==> config.mk <==
export PLATFORM = sky130hd
export DESIGN_NAME = osc_clock_ctrl
export DESIGN_NICKNAME = d
export VERILOG_FILES = /design/src/verilog/osc_clock_pkg.sv /design/src/verilog/osc_clock_ctrl.sv
export VERILOG_INCLUDE_DIRS = /design/src /design/src/verilog
export SDC_FILE = /design/constraint.sdc
export NUM_CORES = 1
export LEC_CHECK = 0
export ABC_AREA = 1
export BUFFER_PORTS_ARGS = -buffer_cell sky130_fd_sc_hd__buf_2
export CAP_MARGIN = 20
export CORE_MARGIN = 2
export CORE_UTILIZATION = 47
export DETAILED_ROUTE_END_ITERATION = 8
export PLACE_DENSITY = 0.82
export SLEW_MARGIN = 10
export SYNTH_ARGS = -nofsm -noshare
export SYNTH_HDL_FRONTEND = slang
export SYNTH_SLANG_ARGS = --single-unit
==> constraint.sdc <==
create_clock -name REF_CLK -period 1.2 [get_ports REF_CLK]
set_input_delay 0.12 -clock REF_CLK [delete_from_list [all_inputs] [get_ports REF_CLK]]
set_output_delay 0.12 -clock REF_CLK [all_outputs]
set_load 0.1 [all_outputs]
==> src/verilog/osc_clock_defs.svh <==
// Constants for the oscillator switch and clock divider block
`ifndef OSC_CLOCK_DEFS_SVH
`define OSC_CLOCK_DEFS_SVH
`define OFS_OSC_CTRL    8'h00
`define OFS_CLK_DIV     8'h04
`define OFS_PLL_FB      8'h08
`define OFS_RC_TUNE     8'h0c
`define OFS_UNLOCK      8'h10
`define UNLOCK_KEY1     32'h0000_0046
`define UNLOCK_KEY2     32'h0000_0057
`define RST_DOZE        3'h3
`define RST_PLL_POST    2'h1
`define RST_PLL_PRE     5'h00
`define RST_PLL_MULT    9'h030
`define RST_RC_DIV      3'h0
`define RST_RC_TRIM     6'h00
`define SWITCH_TICKS    4'ha
`define SRC_FRC         3'h0
`define SRC_FRC_PLL     3'h1
`define SRC_PRI         3'h2
`define SRC_PRI_PLL     3'h3
`define SRC_SEC         3'h4
`define SRC_LOW_POWER_INTERNAL_RC        3'h5
`define PLL_POST_RSVD   2'h2
`endif

==> src/verilog/osc_clock_pkg.sv <==
// Types for the oscillator switch and clock divider block
package osc_clock_pkg;
  // Pins from outside the clock domain, synchronised as one group
  typedef struct packed {
    logic       clk_fail;
    logic       pll_locked;
    logic       osc_startup_timer_done;
    logic       new_clk_toggle;
    logic       switch_enable_fuse;
    logic       lock_permit_fuse;
    logic [2:0] initial_source_fuses;
  } pins_t;

  typedef struct packed {
    logic [4:0] pll_input_prescaler;
    logic [8:0] pll_multiplier;
    logic [1:0] pll_output_divider;
    logic [3:0] rc_div_log2;
    logic [5:0] rc_trim;
  } pll_cfg_t;

  typedef enum logic [3:0] {
    SW_IDLE  = 4'b0001,
    SW_START = 4'b0010,
    SW_COUNT = 4'b0100,
    SW_DONE  = 4'b1000
  } sw_state_t;
endpackage
==> src/verilog/osc_clock_ctrl.sv <==
// Oscillator switch, clock divider and fail-safe fallback with AHB-Lite registers
`timescale 1ns/1ps
`default_nettype none
`include "osc_clock_defs.svh"
module osc_clock_ctrl (
  input  wire logic                    REF_CLK,
  input  wire logic                    RST,
  input  wire logic                    HSEL,
  input  wire logic [31:0]             HADDR,
  input  wire logic [1:0]              HTRANS,
  input  wire logic                    HWRITE,
  input  wire logic [2:0]              HSIZE,
  input  wire logic [31:0]             HWDATA,
  input  wire logic                    HREADY,
  output logic                         HREADYOUT,
  output logic                         HRESP,
  output logic [31:0]                  HRDATA,
  input  wire osc_clock_pkg::pins_t    ASYNC_IN,
  input  wire logic                    INTERRUPT,
  input  wire logic                    WDT_ENABLE,
  output logic [4:0]                   OSC_ENABLE,
  output logic [2:0]                   SYS_SOURCE,
  output logic                         FAIL_TRAP,
  output logic [2:0]                   CPU_DIV_LOG2,
  output osc_clock_pkg::pll_cfg_t      PLL_CFG
);
  import osc_clock_pkg::*;

  // ************************************************************
  // State
  // ************************************************************
  typedef struct packed {
    pins_t      s1;
    pins_t      s2;
    logic       tick_prev;
    logic       fail_prev;
    logic [1:0] load_cnt;
    logic       ap_valid;
    logic       ap_write;
    logic [7:0] ap_addr;
    logic [31:0] rdata;
    logic [1:0] unlock;
    logic [2:0] current_source_sel;
    logic [2:0] new_source_sel;
    logic [2:0] target;
    logic       clock_config_lock;
    logic       pll_lock;
    logic       cf;
    logic       sec_en;
    logic       switch_request;
    logic       recover_on_interrupt;
    logic [2:0] doze;
    logic       doze_enable;
    logic [2:0] rc_div;
    logic [1:0] pll_post;
    logic [4:0] pll_pre;
    logic [8:0] pll_mult;
    logic [5:0] rc_trim;
    sw_state_t  fsm;
    logic [3:0] tick_cnt;
    logic       trap;
    logic [4:0] osc_en;
  } state_t;

  state_t state_reg;
  state_t state_next;

  // ************************************************************
  // Helpers
  // ************************************************************
  function automatic logic uses_pll(input logic [2:0] src);
    uses_pll = (src == `SRC_FRC_PLL) || (src == `SRC_PRI_PLL);
  endfunction

  // Oscillators a source needs: {pll, low_power_internal_rc, secondary, primary, fast rc}
  function automatic logic [4:0] osc_of(input logic [2:0] src);
    logic [4:0] m;
    m = 5'h00;
    case (src)
      `SRC_FRC_PLL: m = 5'h11;
      `SRC_PRI:     m = 5'h02;
      `SRC_PRI_PLL: m = 5'h12;
      `SRC_SEC:     m = 5'h04;
      `SRC_LOW_POWER_INTERNAL_RC:    m = 5'h08;
      default:      m = 5'h01;
    endcase
    osc_of = m;
  endfunction

  function automatic logic [31:0] read_mux(input state_t s, input logic [7:0] a);
    logic [31:0] d;
    d = 32'h0000_0000;
    case (a)
      `OFS_OSC_CTRL: d = {17'h00000, s.current_source_sel, 1'b0, s.new_source_sel, s.clock_config_lock, 1'b0, s.pll_lock,
                          1'b0, s.cf, 1'b0, s.sec_en, s.switch_request};
      `OFS_CLK_DIV:  d = {16'h0000, s.recover_on_interrupt, s.doze, s.doze_enable, s.rc_div, s.pll_post, 1'b0,
                          s.pll_pre};
      `OFS_PLL_FB:   d = {23'h000000, s.pll_mult};
      `OFS_RC_TUNE:  d = {26'h0000000, s.rc_trim};
      `OFS_UNLOCK:   d = {30'h00000000, s.unlock};
      default:       d = 32'h0000_0000;
    endcase
    read_mux = d;
  endfunction

  logic sw_en;
  logic cfg_locked;
  logic tick;
  logic fail_edge;
  logic target_ready;
  logic ap_take;
  logic wr_now;

  always_comb begin
    sw_en      = ~state_reg.s2.switch_enable_fuse;
    cfg_locked = state_reg.clock_config_lock & state_reg.s2.lock_permit_fuse;
    tick       = state_reg.s2.new_clk_toggle ^ state_reg.tick_prev;
    fail_edge  = state_reg.s2.clk_fail & ~state_reg.fail_prev;
    // Crystal waits on start-up timer, PLL sources on lock
    if (uses_pll(state_reg.target)) begin
      target_ready = state_reg.s2.pll_locked;
    end else if (state_reg.target == `SRC_PRI) begin
      target_ready = state_reg.s2.osc_startup_timer_done;
    end else begin
      target_ready = 1'b1;
    end
    ap_take = HSEL & HTRANS[1] & HREADY;
    wr_now  = state_reg.ap_valid & state_reg.ap_write;
  end

  // ************************************************************
  // Next state
  // ************************************************************
  always_comb begin
    state_next = state_reg;
    state_next.s1        = ASYNC_IN;
    state_next.s2        = state_reg.s1;
    state_next.tick_prev = state_reg.s2.new_clk_toggle;
    state_next.fail_prev = state_reg.s2.clk_fail;
    state_next.trap      = 1'b0;

    // Fuses are only trusted once through the synchroniser
    if (state_reg.load_cnt != 2'h3) begin
      state_next.load_cnt = state_reg.load_cnt + 2'h1;
      if (state_reg.load_cnt == 2'h2) begin
        state_next.current_source_sel = state_reg.s2.initial_source_fuses;
        state_next.new_source_sel = state_reg.s2.initial_source_fuses;
      end
    end

    // Bus address phase; read data captured here, so zero wait states
    state_next.ap_valid = ap_take;
    state_next.ap_write = ap_take & HWRITE;
    state_next.ap_addr  = HADDR[7:0];
    if (ap_take && !HWRITE) begin
      state_next.rdata = read_mux(state_reg, HADDR[7:0]);
    end

    // Bus data phase
    if (wr_now) begin
      if (state_reg.ap_addr != `OFS_UNLOCK) begin
        state_next.unlock = 2'h0;
      end
      case (state_reg.ap_addr)
        `OFS_UNLOCK: begin
          if (HWDATA == `UNLOCK_KEY1) begin
            state_next.unlock = 2'h1;
          end else if (state_reg.unlock == 2'h1 && HWDATA == `UNLOCK_KEY2) begin
            state_next.unlock = 2'h2;
          end else begin
            state_next.unlock = 2'h0;
          end
        end
        `OFS_OSC_CTRL: begin
          if (state_reg.unlock == 2'h2) begin
            state_next.sec_en = HWDATA[1];
            state_next.clock_config_lock = state_reg.clock_config_lock | HWDATA[7];
            if (!HWDATA[3]) begin
              state_next.cf = 1'b0;
            end
            if (sw_en && !cfg_locked) begin
              state_next.new_source_sel = HWDATA[10:8];
              if (HWDATA[0] && state_reg.fsm == SW_IDLE) begin
                state_next.switch_request = 1'b1;
              end
            end
          end
        end
        `OFS_CLK_DIV: begin
          state_next.recover_on_interrupt    = HWDATA[15];
          state_next.doze   = HWDATA[14:12];
          state_next.doze_enable  = HWDATA[11];
          state_next.rc_div = HWDATA[10:8];
          if (!cfg_locked) begin
            state_next.pll_pre = HWDATA[4:0];
            // Reserved divider code is dropped, old setting kept
            if (HWDATA[7:6] != `PLL_POST_RSVD) begin
              state_next.pll_post = HWDATA[7:6];
            end
          end
        end
        `OFS_PLL_FB: begin
          if (!cfg_locked) begin
            state_next.pll_mult = HWDATA[8:0];
          end
        end
        `OFS_RC_TUNE: begin
          state_next.rc_trim = HWDATA[5:0];
        end
        default: begin
        end
      endcase
    end

    // Interrupt wins over a same-cycle software write of doze
    if (state_reg.recover_on_interrupt && INTERRUPT) begin
      state_next.doze_enable = 1'b0;
    end

    // PLL lock status follows the lock pin while a PLL is in use
    state_next.pll_lock = state_reg.s2.pll_locked &
                          (uses_pll(state_reg.current_source_sel) || uses_pll(state_reg.target));

    // ************************************************************
    // Switch sequence
    // ************************************************************
    case (state_reg.fsm)
      SW_IDLE: begin
        if (state_reg.switch_request) begin
          if (state_reg.new_source_sel == state_reg.current_source_sel) begin
            state_next.switch_request = 1'b0;
          end else begin
            state_next.pll_lock = 1'b0;
            state_next.cf       = 1'b0;
            state_next.target   = state_reg.new_source_sel;
            state_next.fsm      = SW_START;
          end
        end
      end
      SW_START: begin
        if (target_ready) begin
          state_next.tick_cnt = 4'h0;
          state_next.fsm      = SW_COUNT;
        end
      end
      SW_COUNT: begin
        if (tick) begin
          state_next.tick_cnt = state_reg.tick_cnt + 4'h1;
          if (state_reg.tick_cnt == `SWITCH_TICKS - 4'h1) begin
            state_next.fsm = SW_DONE;
          end
        end
      end
      SW_DONE: begin
        state_next.current_source_sel  = state_reg.target;
        state_next.switch_request = 1'b0;
        state_next.fsm   = SW_IDLE;
      end
      default: begin
        state_next.fsm = SW_IDLE;
      end
    endcase

    // Monitor fallback overrides any switch in progress
    if (sw_en && fail_edge) begin
      state_next.cf    = 1'b1;
      state_next.trap  = 1'b1;
      state_next.switch_request = 1'b0;
      state_next.fsm   = SW_IDLE;
      state_next.target = uses_pll(state_reg.current_source_sel) ? `SRC_FRC_PLL : `SRC_FRC;
      state_next.current_source_sel   = uses_pll(state_reg.current_source_sel) ? `SRC_FRC_PLL : `SRC_FRC;
    end

    if (!sw_en) begin
      state_next.switch_request = 1'b0;
      state_next.fsm   = SW_IDLE;
      if (state_reg.load_cnt == 2'h3) begin
        state_next.current_source_sel = state_reg.s2.initial_source_fuses;
      end
    end

    // Old source drops once no longer current or targeted
    state_next.osc_en = osc_of(state_reg.current_source_sel) |
                        ((state_reg.fsm != SW_IDLE) ? osc_of(state_reg.target) : 5'h00) |
                        ((WDT_ENABLE || sw_en) ? 5'h08 : 5'h00) |
                        (state_reg.sec_en ? 5'h04 : 5'h00);
  end

  // ************************************************************
  // Registers; RST is the power-on reset only
  // ************************************************************
  always_ff @(posedge REF_CLK) begin
    if (RST) begin
      state_reg          <= '0;
      state_reg.fsm      <= SW_IDLE;
      state_reg.doze     <= `RST_DOZE;
      state_reg.rc_div   <= `RST_RC_DIV;
      state_reg.pll_post <= `RST_PLL_POST;
      state_reg.pll_pre  <= `RST_PLL_PRE;
      state_reg.pll_mult <= `RST_PLL_MULT;
      state_reg.rc_trim  <= `RST_RC_TRIM;
      state_reg.osc_en   <= 5'h01;
    end else begin
      state_reg <= state_next;
    end
  end

  // ************************************************************
  // Outputs
  // ************************************************************
  always_comb begin
    HREADYOUT    = 1'b1;
    HRESP        = 1'b0;
    HRDATA       = state_reg.rdata;
    OSC_ENABLE   = state_reg.osc_en;
    SYS_SOURCE   = state_reg.current_source_sel;
    FAIL_TRAP    = state_reg.trap;
    CPU_DIV_LOG2 = state_reg.doze_enable ? state_reg.doze : 3'h0;
    PLL_CFG.pll_input_prescaler = state_reg.pll_pre;
    PLL_CFG.pll_multiplier      = state_reg.pll_mult;
    PLL_CFG.pll_output_divider  = state_reg.pll_post;
    // Code 7 jumps to divide by 256
    PLL_CFG.rc_div_log2 = (state_reg.rc_div == 3'h7) ? 4'h8 : {1'b0, state_reg.rc_div};
    PLL_CFG.rc_trim     = state_reg.rc_trim;
  end
endmodule
`default_nettype wire

* After elaboration in Yosys (flattened, before gate mapping)
Cells that the tools add are included.
Storage, ports and cells: register bits after elaboration 124
Cells by class: $add $sub $neg 2, muxes and demuxes 56, bitwise gates (word level) 15, equality and inequality tests 41, reduce and logical (&&, ||, !) cells 30
Operator list (count):
- case mux 16 bit (5 select lines) | 1
- equality test 32 x 7 -> 1 bit (second input constant) | 2
- case mux 5 bit (5 select lines) | 2
- 2-to-1 mux 3 bit | 16
- 2-to-1 mux 33 bit | 1
- equality test 8 x 4 -> 1 bit (second input constant) | 4
- 2-to-1 mux 4 bit | 5
- 2-to-1 mux 6 bit | 3
- 2-to-1 mux 9 bit | 2
- equality test 8 x 3 -> 1 bit (second input constant) | 2
- equality test 8 x 5 -> 1 bit (second input constant) | 2
- zero test 8 bit | 2
- 2-to-1 mux 2 bit | 8
- 2-to-1 mux 8 bit | 2
- equality test 3 bit (second input constant) | 5
- 2-to-1 mux 15 bit | 1
- AND reduction 3 bit | 5
- != test 2 bit (second input constant) | 7
- equality test 3 x 2 -> 1 bit (second input constant) | 4
- case mux 4 bit (3 select lines) | 1
- 2-to-1 mux 1 bit | 10
- equality test 4 bit (second input constant) | 2
- != test 8 x 5 -> 1 bit (second input constant) | 1
- case mux 4 bit (2 select lines) | 1
- 30 further kinds | 55

* Logic depth before layout (Yosys ltp)
Gate-level depths: netlist of run 1.
depth after elaboration 11, depth in mapped cells 10, mapped depth without buffers 10

* Worst setup path before layout of run 1
OpenSTA, ideal clock, no wires.
path type reg-to-output, start point register state_reg[36] in the netlist's numbering, end point output PLL_CFG[6] in the netlist's numbering, slack -2.786 ns, arrival 3.866 ns, stages on the path, launching flop included 4, cells stage by stage dfxtp_1 -> inv_1 -> nor3_1 -> nor2_1
RTL lines:
- start, declared | RTL line osc_clock_ctrl.sv:65 | state_t state_reg;
- start signal, assigned | RTL line osc_clock_ctrl.sv:304 | state_reg <= state_next;
- end, declared | RTL line osc_clock_ctrl.sv:25 | output osc_clock_pkg::pll_cfg_t PLL_CFG

* Worst setup path in the final report of run 1
start point register state_reg[48] in the netlist's numbering, end point register state_reg[53] in the netlist's numbering
On the way: word-level cells in the longest chain between the ends 7
RTL lines:
- AND 1 bit | RTL line osc_clock_ctrl.sv:116 | cfg_locked = state_reg.clock_config_lock & state_reg.s2.lock_permit_fuse;
- zero test 1 bit
- logical AND 1 bit | RTL line osc_clock_ctrl.sv:181 | if (sw_en && !cfg_locked) begin
- 2-to-1 mux 3 bit | RTL line osc_clock_ctrl.sv:181
- 2-to-1 mux 3 bit | RTL line osc_clock_ctrl.sv:175 | if (state_reg.unlock == 2'h2) begin
- 2-to-1 mux 3 bit | RTL line osc_clock_ctrl.sv:164 | case (state_reg.ap_addr)
- 2-to-1 mux 3 bit | RTL line osc_clock_ctrl.sv:160 | if (wr_now) begin
Every way passes these cells. A chain may end at the register's enable or synchronous reset.

==> qor.yml, run 1 <==
pwr:
  swShare_pct: 31.0
  internal-power_uw: 5520
  pwr-share-seq_pct: 46.3
  switching_power_uw: 2480
  clkPwrFrac_pct: 37.5
  irDropWorstVdd_uv: 944
  power_density_nw_per_um2: 933
  p_comb_share_pct: 16.2
  leakagePower_uw: 0.00370
finish:
  antenna_cells: 0
  stdcell_count: 1097
  areaGrowthSynthToFinish_pct: 60.3
  layout-drive-gt1-share_pct: 48.7
  postLayoutCellArea_sq_um: 8570
  largest_reg_flops: 50
  final_common_cell: "nand2_1"
  final_cell_mix: "nand2_1 (98), buf_4 (90), nor2_1 (88)"
  fin_nets: 1043
critical_path:
  path_cells: "nand2_2 > buf_4 > nand2_1 > inv_1 > nand4_1 > buf_6 > nand2_2 > nand2_1 > nor2_1"
  cp_top_family: "simple AND/OR/NAND/NOR gates"
  crit_path_start_kind: "register"
  worstSetupEndpointType: "register"
  path_class: "register to register"
  cp_max_fo: 6
  worst_ep_required_time_ns: 1.45
  slowest_delay_ns: 0.45
  crit_slowest_cell: "dfxtp_1"
  cp_num_buf_inv: 3
  cp.arrival_ns: 1.87
timing:
  final-hold-violation-count: 1
  setup_ws_ns: -0.420
  rsz0062_at_grt: "true"
  fin_crit_sh_pct: 135
  fmax_mhz: 617
  skew_ns: 0.0144
  setup_viol: 61
  hold_ws_ns: -0.00499
  fin_setup_tns_ns: -10.65
  slew_violations: 0
  timing.final.crit_period_ns: 1.62
synth:
  ys_ff_latch: 108
  ys_types: 30
  synthFlopType: "dfxtp_1"
  syn_area_sq_um: 5350
  synth_warnings: 0
  netlist_instances: 778
  seq_area_frac_synth_pct: 40.4
  synth_top_cell_by_area: "dfxtp_1"
  ys_top_cells_by_area: "dfxtp_1 (40%), nand2_1 (10%), buf_4 (9.0%)"
  asyncSetResetFlopFracSynth_pct: 0
  yosysTopAreaCellShare_pct: 40.4
  synth_edf_count: 0
  syn_avg_cell_area_sq_um: 6.87
global_route:
  first_global_vias: 5840
  track_usage_pct: 27.7
  grt_start_max_net_pins: 54
  antenna_found_initial: 0
  grt_pass1_wl_microns: 28000
  grt_overflow: 0
cts:
  path_clk_slew_ns: 0.09
  cts_inserted_buffers: 9
  cts_max_level: 3
  clk_latency_ns: 0.37
  clkSinkCount: 108
  cts_buffer_depth: 2
  cts_root_buffer: "clkbuf_16"
  cts_tree: "yes"
run_status:
  outcome: "complete, but fails checks"
  violations: "negative hold slack, negative setup slack"
placement:
  numPortBuffers: 110
  dp.cells: 1043
  dp_hpwl_microns: 10600
  dp_slack_ns: -0.208
  gp_congestion: 0.944
  place_area_sq_um: 6870
die:
  dieWidth_microns: 111
  rows: 38
  die_y_microns: 111
  ios: 157
  initial_core_util_pct: 48.7
  die_area_sq_um: 12200
  coreArea_sq_um: 11000
detailed_routing:
  drc: 0
  first_pass_iters: 8
  vias: 6467
  drtAntennaViolNets: 0
  drt_iter0_drc: 765
  wl_per_cell_microns: 20.2
  wl_microns: 22200
  vias_per_cell: 5.90
hold_path:
  min_path_type: "input port to register"
job:
  maxCapViolations: 0
==> power by group through the flow <==
stage                     registers (uW)  clock network, uW  logic (uW)
after detailed placement            3780                  0         952
after CTS                           3700               2880        1070
after global placement              3770                  0         934
after global routing                3710               3100        1340
final                               3710               3000        1290
after floorplan                     3770                  0         665
==> per-stage QoR <==
stage,util [%],power [uW]
global route,78.0,8160
finish,78.0,8000
detailed placement,62.5,4730
floorplan,-,4440
CTS,70.8,7650
global placement,62.5,4710
==> synthesized netlist by cell type, types with 5 or more instances <==
master    number
dfxtp_1      108
nor2_1       119
o211ai_1       5
inv_1         98
nor3_1         9
buf_4         64
nand4_1       18
buf_2          6
clkbuf_1      12
ha_1           6
nand2_1      142
o21ai_0       48
nand3_1       58
a21oi_1       60
==> final timing paths <==
kind	startpoint	to	slack [ns]	depth (start not counted)
hold / removal	HADDR[7]	state_reg[99]	-0.005	3
setup / recovery	state_reg[48]	state_reg[53]	-0.42	9
hold reg to reg	state_next[114]	state_next[104]	0.40	2
setup reg to reg	state_reg[48]	state_reg[53]	-0.42	9
==> worst min-delay path: cells and delay by family <==
kind / cells / cell delay, ns
and+or+nand+nor: 1 / 0.04
buffers and inverters: 2 / 0.16
==> per-layer routing <==
metal | vias to the layer above | part of all wire [%] | GRT usage [%] | routed length (microns)
met3 | 192 | 11 | 5.58 | 2460
met5 | - | 0 | 0 | 0
met1 | 2897 | 33 | 32.1 | 7400
met2 | 624 | 47 | 49.2 | 10400
met4 | 0 | 8.4 | 12.3 | 1860
li1 | 2754 | - | - | -
==> cell type report <==
class,count,area (sq um)
Timing Repair inverter,1,16.3
Sequential cell,108,2220
Inverter,101,409
Fill cell,583,2410
Tap cell,140,175
Clock buffer,10,229
Multi-Input combinational cell,505,3220
Timing Repair Buffer,226,2240
Clock inverter,6,57.6
==> cell families after synthesis <==
group | share of synthesized area [%]
AO/OA/AOI/OAI | 11.5
XOR/XNOR | 0.655
adder cells (fa/ha/maj) | 1.40
buffers and inverters | 17.5
flip-flops | 40.4
other | 0.140
AND/OR/NAND/NOR | 28.4
==> repair_timing <==
action                                  4_1_cts  5_1_grt
gates cloned                                  2        2
pin swaps                                    42       66
setup buffers                                14       12
resized for setup                           159      190
endpoints found under the setup margin       74       69
hold buffers                                 10        0
endpoints found under the hold margin        10        0
(Power assumes the default switching activity.)
==> run 2, diff against run 1 <==
--- a/config.mk
+++ b/config.mk
@@ -10,9 +10,11 @@
 export BUFFER_PORTS_ARGS = -buffer_cell sky130_fd_sc_hd__buf_2
 export CAP_MARGIN = 20
 export CORE_MARGIN = 2
-export CORE_UTILIZATION = 47
+export CORE_UTILIZATION = 49
+export CTS_BUF_LIST = sky130_fd_sc_hd__clkbuf_8
 export DETAILED_ROUTE_END_ITERATION = 8
-export PLACE_DENSITY = 0.82
+export PLACE_DENSITY = 0.84
+export REMOVE_ABC_BUFFERS = 1
 export SLEW_MARGIN = 10
 export SYNTH_ARGS = -nofsm -noshare
 export SYNTH_HDL_FRONTEND = slang
==> run 2 against run 1 <==
Effect of this change: the run ends with design-rule violations, negative hold slack, negative setup slack left; largest power group unchanged; total power down 4.5%; combinational power is 4% higher; global-route usage rose by 4.1 points; clock-buffer cell count unchanged; critical path depth shrank 1; maximum frequency shrank 18%; sequential power about the same; critical path type unchanged; clock skew is 0.013 ns higher; non-clock buffer count rose by 32; register-to-register slack got worse by 0.36 ns; routed wire length increased by 15%.
==> qor.yml, run 2 (synthesized netlist as in run 1, its figures left out) <==
critical_path:
  r2r-start: "state_reg[93]"
  slowest_delay_ns: 0.36  # -0.09 ns
  crit_slowest_cell: "nor3_4"
  worstRegToRegCells: 8  # -1
  worstSetupEndpointType: "register"
  path_cells: "nor2_4 > buf_6 > nand2_8 > nor3_4 > nand2_8 > buf_4 > o21ai_2 > nor2_1"
  cp_max_fo: 6  # unchanged
  r2r_slack_ns: -0.78  # -0.36 ns
  path_class: "register to register"
  cp.arrival_ns: 2.26  # +0.39 ns
  cp_common_cell: "nand2_8"
  worst_ep_required_time_ns: 1.48  # +0.03 ns
  rr_endpoint: "PLL_CFG[20]"
  crit_path_start_kind: "register"
finish:
  final_common_cell: "buf_4"
  fin_nets: 1074  # +3.0%
  largest_reg_flops: 50  # unchanged
  areaGrowthSynthToFinish_pct: 61.8
  antenna_cells: 0  # unchanged
  multi_input_comb_area_sq_um: 3020  # -6.2%
  final_cell_mix: "buf_4 (106), nand2_1 (104), nor2_1 (94)"
  layout-drive-gt1-share_pct: 46.1  # -2.6 points
  stdcell_count: 1128  # +2.8%
  register_area_sq_um: 2230  # +0.45%
  num-fill-cells: 573  # -1.7%
  postLayoutCellArea_sq_um: 8650  # +0.95%
global_route:
  grt_pass1_wl_microns: 29100  # +3.9%
  track_usage_pct: 31.8  # +4.1 points
  antenna_found_initial: 0  # unchanged
  grt_overflow: 0  # unchanged
  first_global_vias: 6032  # +3.3%
  grt_start_max_net_pins: 42  # -22%
cts:
  cts_root_buffer: "clkbuf_8"
  clkSinkCount: 108  # unchanged
  clk_latency_ns: 0.41  # +0.04 ns
  cts_buffer_depth: 2  # unchanged
  cts_max_level: 3  # unchanged
  cts_inserted_buffers: 9  # unchanged
  cts_tree: "yes"
  path_clk_slew_ns: 0.13  # +0.04 ns
die:
  rows: 38  # unchanged
  coreArea_sq_um: 10700  # -2.2%
  dieWidth_microns: 108  # -2.0%
  initial_core_util_pct: 49.8  # +1.1 points
  die_area_sq_um: 11800  # -3.9%
  die_y_microns: 108  # -2.0%
  ios: 157  # unchanged
pwr:
  leakagePower_uw: 0.00380  # +2.6%
  power_density_nw_per_um2: 883  # -5.4%
  irDropWorstVdd_uv: 705  # -25%
timing:
  fmax_mhz: 505  # -18%
  hold_ws_ns: -0.0298  # -0.0248 ns
  setup_viol: 76  # +25%
  rsz0062_at_grt: "true"
  max_slew.worst_pin.slew_ns: 0.551
  setup_ws_ns: -0.782  # -0.362 ns
  timing.final.crit_period_ns: 1.98  # +0.362 ns
  fin_crit_sh_pct: 165  # +30 points
  skew_ns: 0.0270  # +0.0126 ns
  slew_violations: 0  # unchanged
  relSlewSlack_pct: 63.2
  final-hold-violation-count: 2  # +1
hold_path:
  hold_end: "state_reg[100]"
  min_path_type: "input port to register"
  min_from: "HSEL"
  min_path_cells: 3  # unchanged
detailed_routing:
  drc: 9  # +9
  vias_per_cell: 6.16  # +4.5%
  wl_microns: 25500  # +15%
  vias: 6947  # +7.4%
  wl_per_cell_microns: 22.6  # +12%
  first_pass_iters: 9  # +1
  drtAntennaViolNets: 0  # unchanged
  drt_iter0_drc: 1143  # +49%
placement:
  dp_hpwl_microns: 10900  # +2.4%
  numPortBuffers: 110  # unchanged
  place_area_sq_um: 6990  # +1.9%
  dp.cells: 1052  # +0.86%
  gp_congestion: 0.937  # -0.73%
run_status:
  outcome: "complete, but fails checks"
  violations: "design-rule violations, negative hold slack, negative setup slack"
job:
  maxCapViolations: 0  # unchanged
[run 2: changes by cell type in the layout (fill, tap and decap cells not counted), sizes merged]
cell	change
nor2	-1
clkbuf	-4
dlygate4sd3	+7
buf	+29
inv	-2
nand3	+1
nand2	-1
clkinv	+1
bufinv	+1
[run 2: per-layer routing]
metal	GRT usage [%]	vias to the layer above	routed length [microns]
met2	53.6	745	11200
met5	0	-	0
met1	35.8	3093	7930
li1	-	2812	-
met4	20.1	0	2890
met3	7.78	297	3440
[run 2: worst max-delay path: cells and delay by family, from the launching register on]
kind | cells | cell delay, ns
compound gates | 1 | 0.35
buf+inv | 2 | 0.32
simple gates | 5 | 0.82
flops | 1 | 0.35
[run 2: cell type report]
cell class                      count  area share (%)
Sequential cell                   108            25.8
Multi-Input combinational cell    504            34.9
Inverter                          101            4.79
Timing Repair inverter              1          0.0578
Clock inverter                      6           0.911
Clock buffer                       10            1.59
Tap cell                          140            2.02
Timing Repair Buffer              258            29.9
[run 2: report_power, final]
part	total, uW	leakage [uW]	switching (uW)	internal (uW)
clock	2580	0.000111	1510	1070
sequential	3720	0.000893	74.6	3640
combinational	1340	0.00279	889	446
total	7640	0.00380	2480	5160
[run 2: stage by stage]
stage	TNS [ns]	util [%]	power [uW]	hold WS (ns)	worst slack [ns]
2_1_floorplan	-28.91	-	4330	0.189	-2.79
3_3_place_gp	-6.08	65.1	4710	0.324	-0.189
3_5_place_dp	-10.30	65.1	4730	0.325	-0.345
4_1_cts	-6.55	73.8	7190	0.00427	-0.232
5_1_grt	-20.46	80.5	7810	-0.0210	-0.781
6_report	-17.28	80.5	7640	-0.0298	-0.782
[run 2: worst max-delay path by stage]
stage / startpoint / end
finish: state_reg[93] / PLL_CFG[20]
CTS: state_reg[37] / PLL_CFG[9]
floorplan: state_reg[36] / PLL_CFG[6]
global placement: state_reg[98] / PLL_CFG[5]
global route: state_reg[94] / PLL_CFG[0]
detailed placement: state_reg[98] / PLL_CFG[4]
[run 2: what timing repair did]
| item | CTS | global route |
|---|---|---|
| gates cloned | 2 | 1 |
| pin swaps | 36 | 45 |
| setup buffers | 20 | 30 |
| hold buffers | 18 | 0 |
| setup endpoints to repair | 73 | 75 |
| hold endpoints to repair | 16 | 0 |
| gates resized for setup | 151 | 177 |
